<file path="config.mk">
export PLATFORM = sky130hd
export DESIGN_NAME = cadc_top
export DESIGN_NICKNAME = d
export VERILOG_FILES = /design/src/include/cadc_pkg.sv /design/src/verilog/cadc_top.sv
export SDC_FILE = /design/constraint.sdc
export NUM_CORES = 1
export LEC_CHECK = 0
export BUFFER_PORTS_ARGS = -buffer_cell sky130_fd_sc_hd__buf_2
export CORE_UTILIZATION = 47
export DETAILED_ROUTE_END_ITERATION = 6
export PLACE_DENSITY = 0.74
export SYNTH_ARGS = -nofsm -noshare
export SYNTH_HDL_FRONTEND = slang
export SYNTH_SLANG_ARGS = --single-unit
</file>
<file path="constraint.sdc">
create_clock -name clk_i -period 2.5 [get_ports clk_i]
set_input_delay 0.25 -clock clk_i [delete_from_list [all_inputs] [get_ports clk_i]]
set_output_delay 0.25 -clock clk_i [all_outputs]
set_load 0.05 [all_outputs]
</file>
<file path="src/include/cadc_pkg.sv">
// Constants for the comparator and converter control block
package cadc_pkg;

  ////////////////////////////////////////////////////////////////////////////
  // Register byte addresses
  localparam logic [7:0] CADC_ADDR_CMP_CTRL = 8'h00;
  localparam logic [7:0] CADC_ADDR_CHAN_SEL = 8'h04;
  localparam logic [7:0] CADC_ADDR_CONV_CTRL = 8'h08;
  localparam logic [7:0] CADC_ADDR_RES_LOW = 8'h0C;
  localparam logic [7:0] CADC_ADDR_RES_HIGH = 8'h10;

  ////////////////////////////////////////////////////////////////////////////
  // Comparator control and status fields
  localparam int CADC_CMP_DISABLE_BIT = 7;
  localparam int CADC_CMP_BANDGAP_BIT = 6;
  localparam int CADC_CMP_OUTPUT_BIT = 5;
  localparam int CADC_CMP_FLAG_BIT = 4;
  localparam int CADC_CMP_IRQ_EN_BIT = 3;
  localparam int CADC_CMP_MUX_EN_BIT = 2;
  localparam int CADC_CMP_MODE_HI_BIT = 1;
  localparam int CADC_CMP_MODE_LO_BIT = 0;

  ////////////////////////////////////////////////////////////////////////////
  // Channel select fields
  localparam int CADC_CHAN_REF_HI_BIT = 7;
  localparam int CADC_CHAN_REF_LO_BIT = 6;
  localparam int CADC_CHAN_LEFT_BIT = 5;
  localparam int CADC_CHAN_TOP_BIT = 4;

  ////////////////////////////////////////////////////////////////////////////
  // Converter control and status fields
  localparam int CADC_CONV_ENABLE_BIT = 7;
  localparam int CADC_CONV_START_BIT = 6;
  localparam int CADC_CONV_FREE_BIT = 5;
  localparam int CADC_CONV_DONE_BIT = 4;
  localparam int CADC_CONV_IRQ_EN_BIT = 3;
  localparam int CADC_CONV_PS_HI_BIT = 2;

  ////////////////////////////////////////////////////////////////////////////
  // Reset values and counts
  localparam logic [7:0] CADC_CMP_CTRL_RESET = 8'h00;
  localparam logic [7:0] CADC_CHAN_SEL_RESET = 8'h00;
  localparam logic [7:0] CADC_CONV_CTRL_RESET = 8'h00;
  localparam logic [4:0] CADC_NORMAL_CYCLES = 5'h0D;
  localparam logic [4:0] CADC_EXTENDED_CYCLES = 5'h19;
  localparam logic [8:0] CADC_PRESCALE_BASE = 9'h002;

  ////////////////////////////////////////////////////////////////////////////
  // Comparator interrupt modes
  typedef enum logic [1:0] {
    CADC_MODE_TOGGLE = 2'b00,
    CADC_MODE_RESERVED = 2'b01,
    CADC_MODE_FALL = 2'b10,
    CADC_MODE_RISE = 2'b11
  } cadc_mode_type;

  // Converter states
  typedef enum logic [0:0] {
    CADC_IDLE = 1'b0,
    CADC_RUN = 1'b1
  } cadc_state_type;

endpackage

</file>
<file path="src/verilog/cadc_top.sv">
// Comparator and successive-approximation converter control logic
//
// How it works
// - Output bit reflects positive above negative input
// - Disable bit seven powers comparator off
// - Bandgap bit six routes reference to positive
// - Flag on matching event; request needs enables
// - Flag cleared by vector or written one
// - Interrupt enable bit three gates request
// - Mode bits: toggle, falling, rising; 01 reserved
// - Mux enable, converter off: channel picks negative
// - Otherwise dedicated negative pin drives negative
// - Negative selection applies one cycle after write
// - Enabled comparator blocks both pin-change interrupts
// - Single or free-running conversion mode
// - Converter idle and unapplied while disabled
// - Start bit reads one until completion
// - Channel change waits for running conversion
// - Ten-bit result, right or left aligned
// - Low read locks results until high read
// - Done interrupt raised even when result discarded
// - Normal 13 cycles, first after enable 25
// - Completion writes result unless locked, sets flag, clears start if single
// - Free-running restarts at once, start stays set
`timescale 1ns/10ps
module cadc_top
  import cadc_pkg::*;
(
  // Clock and reset
  input wire logic clk_i,
  input wire logic rst_i,
  // Wishbone slave
  input wire logic wb_cyc_i,
  input wire logic wb_stb_i,
  input wire logic wb_we_i,
  input wire logic [7:0] wb_adr_i,
  input wire logic [3:0] wb_sel_i,
  input wire logic [31:0] wb_dat_i,
  output logic [31:0] wb_dat_o,
  output logic wb_ack_o,
  // Processor side
  input wire logic global_irq_enable_i,
  input wire logic comp_vector_ack_i,
  input wire logic conv_vector_ack_i,
  output logic comp_irq_o,
  output logic conv_irq_o,
  // Analog comparator
  input wire logic comp_raw_i,
  output logic comp_power_down_o,
  output logic bandgap_select_o,
  output logic neg_use_mux_o,
  output logic [3:0] neg_channel_o,
  output logic pin_change_block_o,
  // Analog converter
  input wire logic [9:0] conv_sample_i,
  output logic conv_enable_o,
  output logic conv_busy_o,
  output logic [4:0] conv_channel_o,
  output logic [1:0] conv_ref_o
);

  ////////////////////////////////////////////////////////////////////////////
  // Register state
  logic [7:0] cmp_ctrl_q;
  logic [7:0] chan_sel_q;
  logic [7:0] conv_ctrl_q;
  logic cmp_flag_q;
  logic conv_start_q;
  logic conv_done_q;
  logic [9:0] result_q;
  logic lock_q;
  logic ack_q;
  logic [31:0] rdata_q;

  logic acc;
  logic wr;
  logic rd;
  logic [7:0] wbyte;
  assign acc = wb_cyc_i & wb_stb_i & ~ack_q;
  assign wr = acc & wb_we_i & wb_sel_i[0];
  assign rd = acc & ~wb_we_i;
  assign wbyte = wb_dat_i[7:0];

  logic conv_en;
  assign conv_en = conv_ctrl_q[CADC_CONV_ENABLE_BIT];

  ////////////////////////////////////////////////////////////////////////////
  // Comparator synchroniser and edge detection
  logic sync1_q;
  logic sync2_q;
  logic sync3_q;
  logic cmp_event;
  cadc_mode_type mode;
  assign mode = cadc_mode_type'(cmp_ctrl_q[CADC_CMP_MODE_HI_BIT:CADC_CMP_MODE_LO_BIT]);

  always_ff @(posedge clk_i)
  begin
    if (rst_i)
    begin
      sync1_q <= 1'b0;
      sync2_q <= 1'b0;
      sync3_q <= 1'b0;
    end
    else
    begin
      sync1_q <= comp_raw_i & ~cmp_ctrl_q[CADC_CMP_DISABLE_BIT];
      sync2_q <= sync1_q;
      sync3_q <= sync2_q;
    end
  end

  always_comb
  begin
    cmp_event = 1'b0;
    unique case (mode)
      CADC_MODE_TOGGLE: cmp_event = sync2_q ^ sync3_q;
      CADC_MODE_RESERVED: cmp_event = 1'b0;
      CADC_MODE_FALL: cmp_event = ~sync2_q & sync3_q;
      CADC_MODE_RISE: cmp_event = sync2_q & ~sync3_q;
    endcase
  end

  ////////////////////////////////////////////////////////////////////////////
  // Comparator control register and flag
  always_ff @(posedge clk_i)
  begin
    if (rst_i)
      cmp_ctrl_q <= CADC_CMP_CTRL_RESET;
    else if (wr && wb_adr_i == CADC_ADDR_CMP_CTRL)
    begin
      cmp_ctrl_q <= wbyte & 8'hCF;
    end
  end

  always_ff @(posedge clk_i)
  begin
    if (rst_i)
      cmp_flag_q <= 1'b0;
    else if (cmp_event)
      cmp_flag_q <= 1'b1;
    else if (comp_vector_ack_i)
      cmp_flag_q <= 1'b0;
    else if (wr && wb_adr_i == CADC_ADDR_CMP_CTRL && wbyte[CADC_CMP_FLAG_BIT])
      cmp_flag_q <= 1'b0;
  end

  ////////////////////////////////////////////////////////////////////////////
  // Channel select register
  always_ff @(posedge clk_i)
  begin
    if (rst_i)
      chan_sel_q <= CADC_CHAN_SEL_RESET;
    else if (wr && wb_adr_i == CADC_ADDR_CHAN_SEL)
      chan_sel_q <= wbyte;
  end

  ////////////////////////////////////////////////////////////////////////////
  // Comparator outputs
  always_ff @(posedge clk_i)
  begin
    if (rst_i)
    begin
      comp_power_down_o <= 1'b0;
      bandgap_select_o <= 1'b0;
      neg_use_mux_o <= 1'b0;
      neg_channel_o <= 4'h0;
      pin_change_block_o <= 1'b0;
      comp_irq_o <= 1'b0;
    end
    else
    begin
      comp_power_down_o <= cmp_ctrl_q[CADC_CMP_DISABLE_BIT];
      bandgap_select_o <= cmp_ctrl_q[CADC_CMP_BANDGAP_BIT];
      neg_use_mux_o <= cmp_ctrl_q[CADC_CMP_MUX_EN_BIT] & ~conv_en;
      neg_channel_o <= chan_sel_q[3:0];
      pin_change_block_o <= ~cmp_ctrl_q[CADC_CMP_DISABLE_BIT];
      comp_irq_o <= cmp_flag_q & cmp_ctrl_q[CADC_CMP_IRQ_EN_BIT]
                    & global_irq_enable_i;
    end
  end

  ////////////////////////////////////////////////////////////////////////////
  // Converter clock prescaler
  logic [8:0] ps_cnt_q;
  logic [8:0] ps_div;
  logic tick;
  assign ps_div = CADC_PRESCALE_BASE << conv_ctrl_q[CADC_CONV_PS_HI_BIT:0];
  assign tick = conv_en && (ps_cnt_q == ps_div - 9'h001);

  always_ff @(posedge clk_i)
  begin
    if (rst_i || !conv_en || tick)
      ps_cnt_q <= 9'h000;
    else
      ps_cnt_q <= ps_cnt_q + 9'h001;
  end

  ////////////////////////////////////////////////////////////////////////////
  // Conversion sequencer
  cadc_state_type state_q;
  logic [4:0] cyc_cnt_q;
  logic first_q;
  logic done_now;
  logic [4:0] conv_len;
  assign conv_len = first_q ? CADC_EXTENDED_CYCLES : CADC_NORMAL_CYCLES;
  assign done_now = (state_q == CADC_RUN) && tick && (cyc_cnt_q == conv_len - 5'd1);

  always_ff @(posedge clk_i)
  begin
    if (rst_i || !conv_en)
    begin
      state_q <= CADC_IDLE;
      cyc_cnt_q <= 5'd0;
    end
    else
    begin
      unique case (state_q)
        CADC_IDLE:
        begin
          if (conv_start_q && tick)
          begin
            state_q <= CADC_RUN;
            cyc_cnt_q <= 5'd0;
          end
        end
        CADC_RUN:
        begin
          if (done_now)
          begin
            cyc_cnt_q <= 5'd0;
            if (!conv_ctrl_q[CADC_CONV_FREE_BIT])
              state_q <= CADC_IDLE;
          end
          else if (tick)
            cyc_cnt_q <= cyc_cnt_q + 5'd1;
        end
      endcase
    end
  end

  always_ff @(posedge clk_i)
  begin
    if (rst_i || !conv_en)
      first_q <= 1'b1;
    else if (done_now)
      first_q <= 1'b0;
  end

  ////////////////////////////////////////////////////////////////////////////
  // Converter control register, start and done
  logic conv_wr;
  assign conv_wr = wr && wb_adr_i == CADC_ADDR_CONV_CTRL;

  always_ff @(posedge clk_i)
  begin
    if (rst_i)
      conv_ctrl_q <= CADC_CONV_CTRL_RESET;
    else if (conv_wr)
      conv_ctrl_q <= wbyte & 8'hAF;
  end

  always_ff @(posedge clk_i)
  begin
    if (rst_i)
      conv_start_q <= 1'b0;
    else if (conv_wr && !wbyte[CADC_CONV_ENABLE_BIT])
      conv_start_q <= 1'b0;
    else if (conv_wr && wbyte[CADC_CONV_START_BIT])
      conv_start_q <= 1'b1;
    else if (!conv_en)
      conv_start_q <= 1'b0;
    else if (done_now && !conv_ctrl_q[CADC_CONV_FREE_BIT])
      conv_start_q <= 1'b0;
  end

  always_ff @(posedge clk_i)
  begin
    if (rst_i)
      conv_done_q <= 1'b0;
    else if (done_now)
      conv_done_q <= 1'b1;
    else if (conv_vector_ack_i)
      conv_done_q <= 1'b0;
    else if (conv_wr && wbyte[CADC_CONV_DONE_BIT])
      conv_done_q <= 1'b0;
  end

  ////////////////////////////////////////////////////////////////////////////
  // Result register and read lock
  always_ff @(posedge clk_i)
  begin
    if (rst_i)
      result_q <= 10'h000;
    else if (done_now && !lock_q)
      result_q <= conv_sample_i;
  end

  always_ff @(posedge clk_i)
  begin
    if (rst_i)
      lock_q <= 1'b0;
    else if (rd && wb_adr_i == CADC_ADDR_RES_HIGH)
      lock_q <= 1'b0;
    else if (rd && wb_adr_i == CADC_ADDR_RES_LOW)
      lock_q <= 1'b1;
  end

  ////////////////////////////////////////////////////////////////////////////
  // Converter outputs
  always_ff @(posedge clk_i)
  begin
    if (rst_i)
    begin
      conv_enable_o <= 1'b0;
      conv_busy_o <= 1'b0;
      conv_channel_o <= 5'h00;
      conv_ref_o <= 2'h0;
      conv_irq_o <= 1'b0;
    end
    else
    begin
      conv_enable_o <= conv_en;
      conv_busy_o <= (state_q == CADC_RUN);
      if (conv_en && (state_q == CADC_IDLE || done_now))
      begin
        conv_channel_o <= chan_sel_q[CADC_CHAN_TOP_BIT:0];
        conv_ref_o <= chan_sel_q[CADC_CHAN_REF_HI_BIT:CADC_CHAN_REF_LO_BIT];
      end
      conv_irq_o <= conv_done_q & conv_ctrl_q[CADC_CONV_IRQ_EN_BIT]
                    & global_irq_enable_i;
    end
  end

  ////////////////////////////////////////////////////////////////////////////
  // Read data and acknowledge
  logic [7:0] rbyte;
  logic left;
  assign left = chan_sel_q[CADC_CHAN_LEFT_BIT];

  always_comb
  begin
    rbyte = 8'h00;
    unique case (wb_adr_i)
      CADC_ADDR_CMP_CTRL:
      begin
        rbyte = cmp_ctrl_q;
        rbyte[CADC_CMP_OUTPUT_BIT] = sync3_q;
        rbyte[CADC_CMP_FLAG_BIT] = cmp_flag_q;
      end
      CADC_ADDR_CHAN_SEL: rbyte = chan_sel_q;
      CADC_ADDR_CONV_CTRL:
      begin
        rbyte = conv_ctrl_q;
        rbyte[CADC_CONV_START_BIT] = conv_start_q;
        rbyte[CADC_CONV_DONE_BIT] = conv_done_q;
      end
      CADC_ADDR_RES_LOW: rbyte = left ? {result_q[1:0], 6'h00} : result_q[7:0];
      CADC_ADDR_RES_HIGH: rbyte = left ? result_q[9:2] : {6'h00, result_q[9:8]};
      default: rbyte = 8'h00;
    endcase
  end

  always_ff @(posedge clk_i)
  begin
    if (rst_i)
    begin
      ack_q <= 1'b0;
      rdata_q <= 32'h0000_0000;
    end
    else
    begin
      ack_q <= acc;
      if (rd)
        rdata_q <= {24'h00_0000, rbyte};
    end
  end

  assign wb_ack_o = ack_q;
  assign wb_dat_o = rdata_q;

endmodule
</file>
[Word-level counts from Yosys, hierarchy flattened]
Index checks and enable logic that the tools add are counted.
Storage, ports and cells
  word-level logic and storage cells: 118
  bits in registers: 81
  input port bits: 63
Cells by class
  shift operators: 1
  equality and inequality tests: 12
  add/sub/neg operators: 4
  reductions and logical operators: 30
  bitwise logic cells: 21
  multiplexer cells: 22
Operators by type and width (number)
  8-bit case mux with 5 select lines: 1
  5-bit 2-to-1 mux: 4
  8-bit by 4-bit == test with 1-bit output (second input constant): 2
  1-bit logical AND: 16
  8-bit 2-to-1 mux: 2
  1-bit bitwise AND: 13
  1-bit 2-to-1 mux: 12
  5-bit case mux with 2 select lines: 1
  9-bit by 1-bit adder with 9-bit output (second input constant): 1
  9-bit == test: 1
  2-bit by 3-bit left shift with 9-bit output (first input constant): 1
  9-bit by 1-bit subtractor with 9-bit output (second input constant): 1
  8-bit by 3-bit == test with 1-bit output (second input constant): 1
  8-bit by 5-bit == test with 1-bit output (second input constant): 1
  8-bit logical NOT: 1
  1-bit NOT: 7
  3-bit nonzero test: 2
  5-bit by 1-bit adder with 5-bit output (second input constant): 1
  5-bit == test: 1
  5-bit by 1-bit subtractor with 5-bit output (second input constant): 1
  2-bit == test (second input constant): 2
  1-bit logical NOT: 4
  1-bit case mux with 4 select lines: 1
  2-bit OR reduction: 2
  other kinds (9): 11

[Longest topological paths before layout]
  depth in word-level cells: 10
  mapped depth: 12
  mapped depth without buffers: 9

[Worst setup path before layout]
No wires, ideal clock.
  kind: register to register
  from: register conv_ctrl_q[2]
  to: register conv_channel_o[0]
  period minus slack after synthesis: 2.585 ns
  slack: -0.085 ns
  arrival: 2.464 ns
  path buffers: 2
  required time: 2.379 ns
  stages on the path, launching flop included: 10
  path through: dfxtp_1 > buf_2 > or3_1 > ha_1 > buf_2 > and3_1 > o311ai_4 > a31oi_4 > a32oi_4 > mux2_4
On the way
  longest elaborated chain between the ends: 8
Ends and longest elaborated chain
  from (decl): RTL line cadc_top.sv:66  | logic [7:0] conv_ctrl_q;
  from (signal assigned): RTL line cadc_top.sv:259  | conv_ctrl_q <= wbyte & 8'hAF;
  2-bit by 3-bit left shift with 9-bit output: RTL line cadc_top.sv:187  | assign ps_div = CADC_PRESCALE_BASE << conv_ctrl_q[CADC_CONV_PS_HI_BIT:0];
  9-bit by 1-bit subtractor with 9-bit output: RTL line cadc_top.sv:188  | assign tick = conv_en && (ps_cnt_q == ps_div - 9'h001);
  9-bit == test: RTL line cadc_top.sv:188
  1-bit logical AND: RTL line cadc_top.sv:188
  1-bit logical AND (2 in series): RTL line cadc_top.sv:206  | assign done_now = (state_q == CADC_RUN) && tick && (cyc_cnt_q == conv_len - 5'd1);
  1-bit logical OR: RTL line cadc_top.sv:324  | if (conv_en && (state_q == CADC_IDLE || done_now))
  1-bit logical AND: RTL line cadc_top.sv:324
  to (signal assigned): RTL line cadc_top.sv:326  | conv_channel_o <= chan_sel_q[CADC_CHAN_TOP_BIT:0];
  to (decl): RTL line cadc_top.sv:58  | output logic [4:0] conv_channel_o,
Every way passes these cells.
A chain may end at the register's enable or synchronous reset.

[Worst setup path after layout]
  from: register conv_ctrl_q[0]
  to: register result_q[4]
On the way
  longest elaborated chain between the ends: 7
Ends and longest elaborated chain
  2-bit by 3-bit left shift with 9-bit output: RTL line cadc_top.sv:187
  9-bit by 1-bit subtractor with 9-bit output: RTL line cadc_top.sv:188
  9-bit == test: RTL line cadc_top.sv:188
  1-bit logical AND: RTL line cadc_top.sv:188
  1-bit logical AND (2 in series): RTL line cadc_top.sv:206
  1-bit logical AND: RTL line cadc_top.sv:294  | else if (done_now && !lock_q)
  to (signal assigned): RTL line cadc_top.sv:295  | result_q <= conv_sample_i;
  to (decl): RTL line cadc_top.sv:70  | logic [9:0] result_q;
Every way passes these cells.

==> flow_summary_export.csv <==
group,metric,value,unit
status,status,"complete, but fails checks",
status,violations,"setup timing",
setup_path,r2r_end,"result_q[4]$_SDFFE_PP0P_",
timing,hold_slack,77.2,ps
setup_path,end_kind,"flip-flop",
setup_path,crit_fanout,5,
drt,drt_pass1_iterations,5,
drt,wl_per_cell,14.5,um
grt,track_usage,21.0,%
synthesis,synth_edf_count,0,
synthesis,ys_types,57,
synthesis,ys_ff_latch,81,
setup_path,cp.required,2740,ps
synthesis,async_flop_share,0,%
setup_path,crit_slowest_cell,"or3_4",
timing,period_minus_slack,2510,ps
grt,grt_start_max_net_pins,66,
grt,grt_overflow_total,0,
finish,design_area,0.00462,mm^2
placed_design,routabilityCongestion,0.947,
hold_path,hold_end,"sync1_q$_SDFF_PP0_",
grt,grt_pass1_wl,14100,um
drt,routed-via-count,3299,
clock_tree,clk_latency,380,ps
floorplanning,row_count,33,
synthesis,syn_avg_cell_area,8.96,um^2
grt,busiest_layer,"met2",
setup_path,r2r_cells,9,
grt,met2_usage,32.3,%
synthesis,syn_inst,440,
clock_tree,postCtsHoldBufs,0,
grt,antenna_found_initial,0,
clock_tree,htree_levels,3,
clock_tree,cts.clk_slew.worst_paths,90,ps
pwr,power.total,2.55,mW
grt,use_met1,27.7,%
placed_design,portBuffers,63,
timing,finalCritPeriodShare,101,%
synthesis,yosysSeqAreaShare,41.1,%
timing,rsz0062_at_grt,"true",
hold_path,hp-class,"primary input to flip-flop",
timing,clock_skew,16.2,ps
synthesis,yosysWarnings,0,
finish,diodes,0,
synthesis,synth-main-ff-cell,"dfxtp_1",
timing,fmax,398,MHz
placed_design,dp_hpwl,6360,um
setup_path,r2r_slack,-10,ps
placed_design,place_area,0.00436,mm^2
hold_path,holdCritStartpoint,"comp_raw_i",
clock_tree,cts_tree,"done",
setup_path,slowest_delay,400,ps
floorplanning,core,0.00818,mm^2
clock_tree,clk_path_buf_depth,2,
timing,relSlewSlack,57.4,%
pwr,max-vdd-ir-drop,0.275,mV
pwr,p_per_area,551,mW/mm^2
drt,drcViolationCount,0,
drt,wirelength,8970,um
drt,antenna_left,0,
hold_path,min_path_cells,2,
setup_path,worstSetupStartpointType,"flip-flop",
clock_tree,cts_buffers,9,
pwr,p_leak,1.83,nW
floorplanning,num_io_pins,115,
timing,setup_tns,-33.0,ps
timing,fin_ws,-12.9,ps
timing,setup-violations-final,5,
clock_tree,clock-sinks,81,
setup_path,crit_chain,"or3_4 > ha_4 > xnor2_1 > nor4b_2 > o211ai_2 > a311oi_2 > buf_6 > mux2i_1 > nor2_1",
flow_run,cap_violations,0,
drt,drtIter0Drc,157,
setup_path,cp.arrival,2760,ps
synthesis,netlist_area,0.00394,mm^2
floorplanning,initial_core_util,48.2,%
finish,nNetsFinal,577,
timing,finalMaxSlewViolations,0,
drt,via_per_inst,5.34,
setup_path,critical_path_class,"flip-flop to flip-flop",
floorplanning,die_height,93.6,um
floorplanning,die_w,93.6,um
grt,grt_pass1_vias,2976,
timing,finalHoldViolations,0,
floorplanning,die_area,0.00876,mm^2
placed_design,post-place-ws,-14.7,ps
setup_path,timing.rr.start,"conv_ctrl_q[0]$_SDFFE_PP0P_",
finish,syn2layout_area_growth,17.2,%
finish,drive_gt1_share,25.7,%
timing,tightestPinTransition,639,ps
clock_tree,cts_root_buffer,"clkbuf_8",
grt,met3_usage,5.12,%
[synth_stat cells (all sizes together), types with 2 or more instances]
library cell | count | area (um^2)
a21oi | 17 | 85.1
a211oi | 3 | 27.5
nand3b | 5 | 37.5
a221oi | 9 | 78.8
inv | 11 | 41.3
dfxtp | 81 | 1620
xor2 | 5 | 43.8
or3b | 2 | 17.5
and3 | 9 | 56.3
a31oi | 3 | 33.8
mux2i | 31 | 310
ha | 6 | 75.1
xnor2 | 7 | 61.3
buf | 34 | 238
o211ai | 4 | 35.0
clkbuf | 17 | 63.8
nor4 | 2 | 12.5
nand2 | 35 | 131
nand2b | 11 | 68.8
nand3 | 19 | 95.1
nor2 | 58 | 220
mux2 | 10 | 128
a32o | 2 | 20.0
nor2b | 14 | 87.6
o22ai | 4 | 25.0
o21ai | 4 | 20.0
nor3 | 11 | 60.1
and2 | 2 | 12.5
or3 | 2 | 12.5
a311oi | 6 | 52.6
[critical path: cells and delay by family, from the launching register on]
family                     cells  cell delay (ps)
muxes                          1              220
adders and majority gates      1              250
DFF                            1              330
xor gates and xnor gates       1              130
buffers and inverters          1              190
and+or+nand+nor                3              700
AOI/OAI and AO/OA              2              560
[flip-flops by register name, summed over array words and instances (netlist names), 2 cells and up]
signal and cells:
chan_sel_q 8, cmp_ctrl_q 6, conv_channel_o 5, conv_ctrl_q 6
conv_ref_o 2, cyc_cnt_q 5, neg_channel_o 4, ps_cnt_q 9
result_q 10, wb_dat_o 8
[kinds of logic (layout without fill, tap and decap cells)]
family	Yosys count	count (layout)	share of synthesized area, %
muxes	41	41	11.1
and+or+nand+nor	178	178	22.4
xor gates and xnor gates	12	12	2.67
other	1	24	0.0951
buffers and inverters	62	112	8.70
adders and majority gates	6	6	1.90
DFF	81	81	41.1
AOI/OAI and AO/OA	59	59	12.0
[worst max-delay path by stage]
stage,cells past startpoint,from,end,slack (ps)
2_1_floorplan,9,conv_ctrl_q[2]$_SDFFE_PP0P_,conv_channel_o[0]$_SDFFE_PP0P_,-30
3_3_place_gp,9,conv_ctrl_q[0]$_SDFFE_PP0P_,result_q[5]$_SDFFE_PP0P_,40
3_5_place_dp,9,conv_ctrl_q[0]$_SDFFE_PP0P_,cyc_cnt_q[0]$_SDFFE_PP0P_,-10
4_1_cts,9,conv_ctrl_q[0]$_SDFFE_PP0P_,cyc_cnt_q[0]$_SDFFE_PP0P_,4
5_1_grt,9,conv_ctrl_q[0]$_SDFFE_PP0P_,result_q[5]$_SDFFE_PP0P_,-160
6_report,9,conv_ctrl_q[0]$_SDFFE_PP0P_,result_q[4]$_SDFFE_PP0P_,-10
[repair_timing]
action,4_1_cts,5_1_grt
gates resized for setup,3,5
buffers inserted,0,2
gates cloned,1,1
pin swaps,2,6
setup endpoints to repair,13,29
[cell type report]
class                      instances  area, um^2
clock inverter                     7        82.6
timing repair buffer              85         498
clock buffer                       9         124
inverter                          11        41.3
multi-input combinational        320        2120
sequential                        81        1620
fill                             757        3550
tap                              105         131
[per-stage QoR]
step                utilization (%)  std cells
floorplan                         -        463
global placement               53.4        598
detailed placement             53.4        598
CTS                            56.1        615
global route                   56.5        618
finish                         56.5        618
[per-layer routing]
| layer | vias up | routed length, um |
|---|---|---|
| li1 | 1617 | - |
| met1 | 1575 | 4180 |
| met2 | 91 | 4110 |
| met3 | 16 | 498 |
| met4 | 0 | 182 |
| met5 | - | 0 |
[where the power goes]
part / total [mW] / leakage (nW) / switching [mW] / internal [mW]
combinational: 0.213 / 1.07 / 0.166 / 0.0472
clock: 1.03 / 0.0988 / 0.549 / 0.479
sequential: 1.30 / 0.655 / 0.00512 / 1.30
[layout by cell type (no fill, tap or decap), types with 3 or more instances in the layout]
cell      synthesis  routed
buf_2             7      64
and3_1            9       9
nand3_1          19      19
xnor2_1           7       7
nor2b_1          14      14
a311oi_1          6       5
nor3_1           10      10
o22ai_1           4       4
nand2b_1         11      10
mux2_4            4       4
inv_6             0       3
inv_1            11      11
a221oi_1          9       9
dfxtp_1          81      79
clkbuf_8          0       9
nand3b_1          5       5
mux2i_1          31      31
buf_4            25      18
nand2_1          35      35
xor2_1            5       4
ha_1              6       5
nor2_1           57      56
a21oi_1          17      17
o211ai_1          3       3
conb_1            1      24
o21ai_0           3       3
mux2_2            6       6
Power figures use the tool's default switching activity.
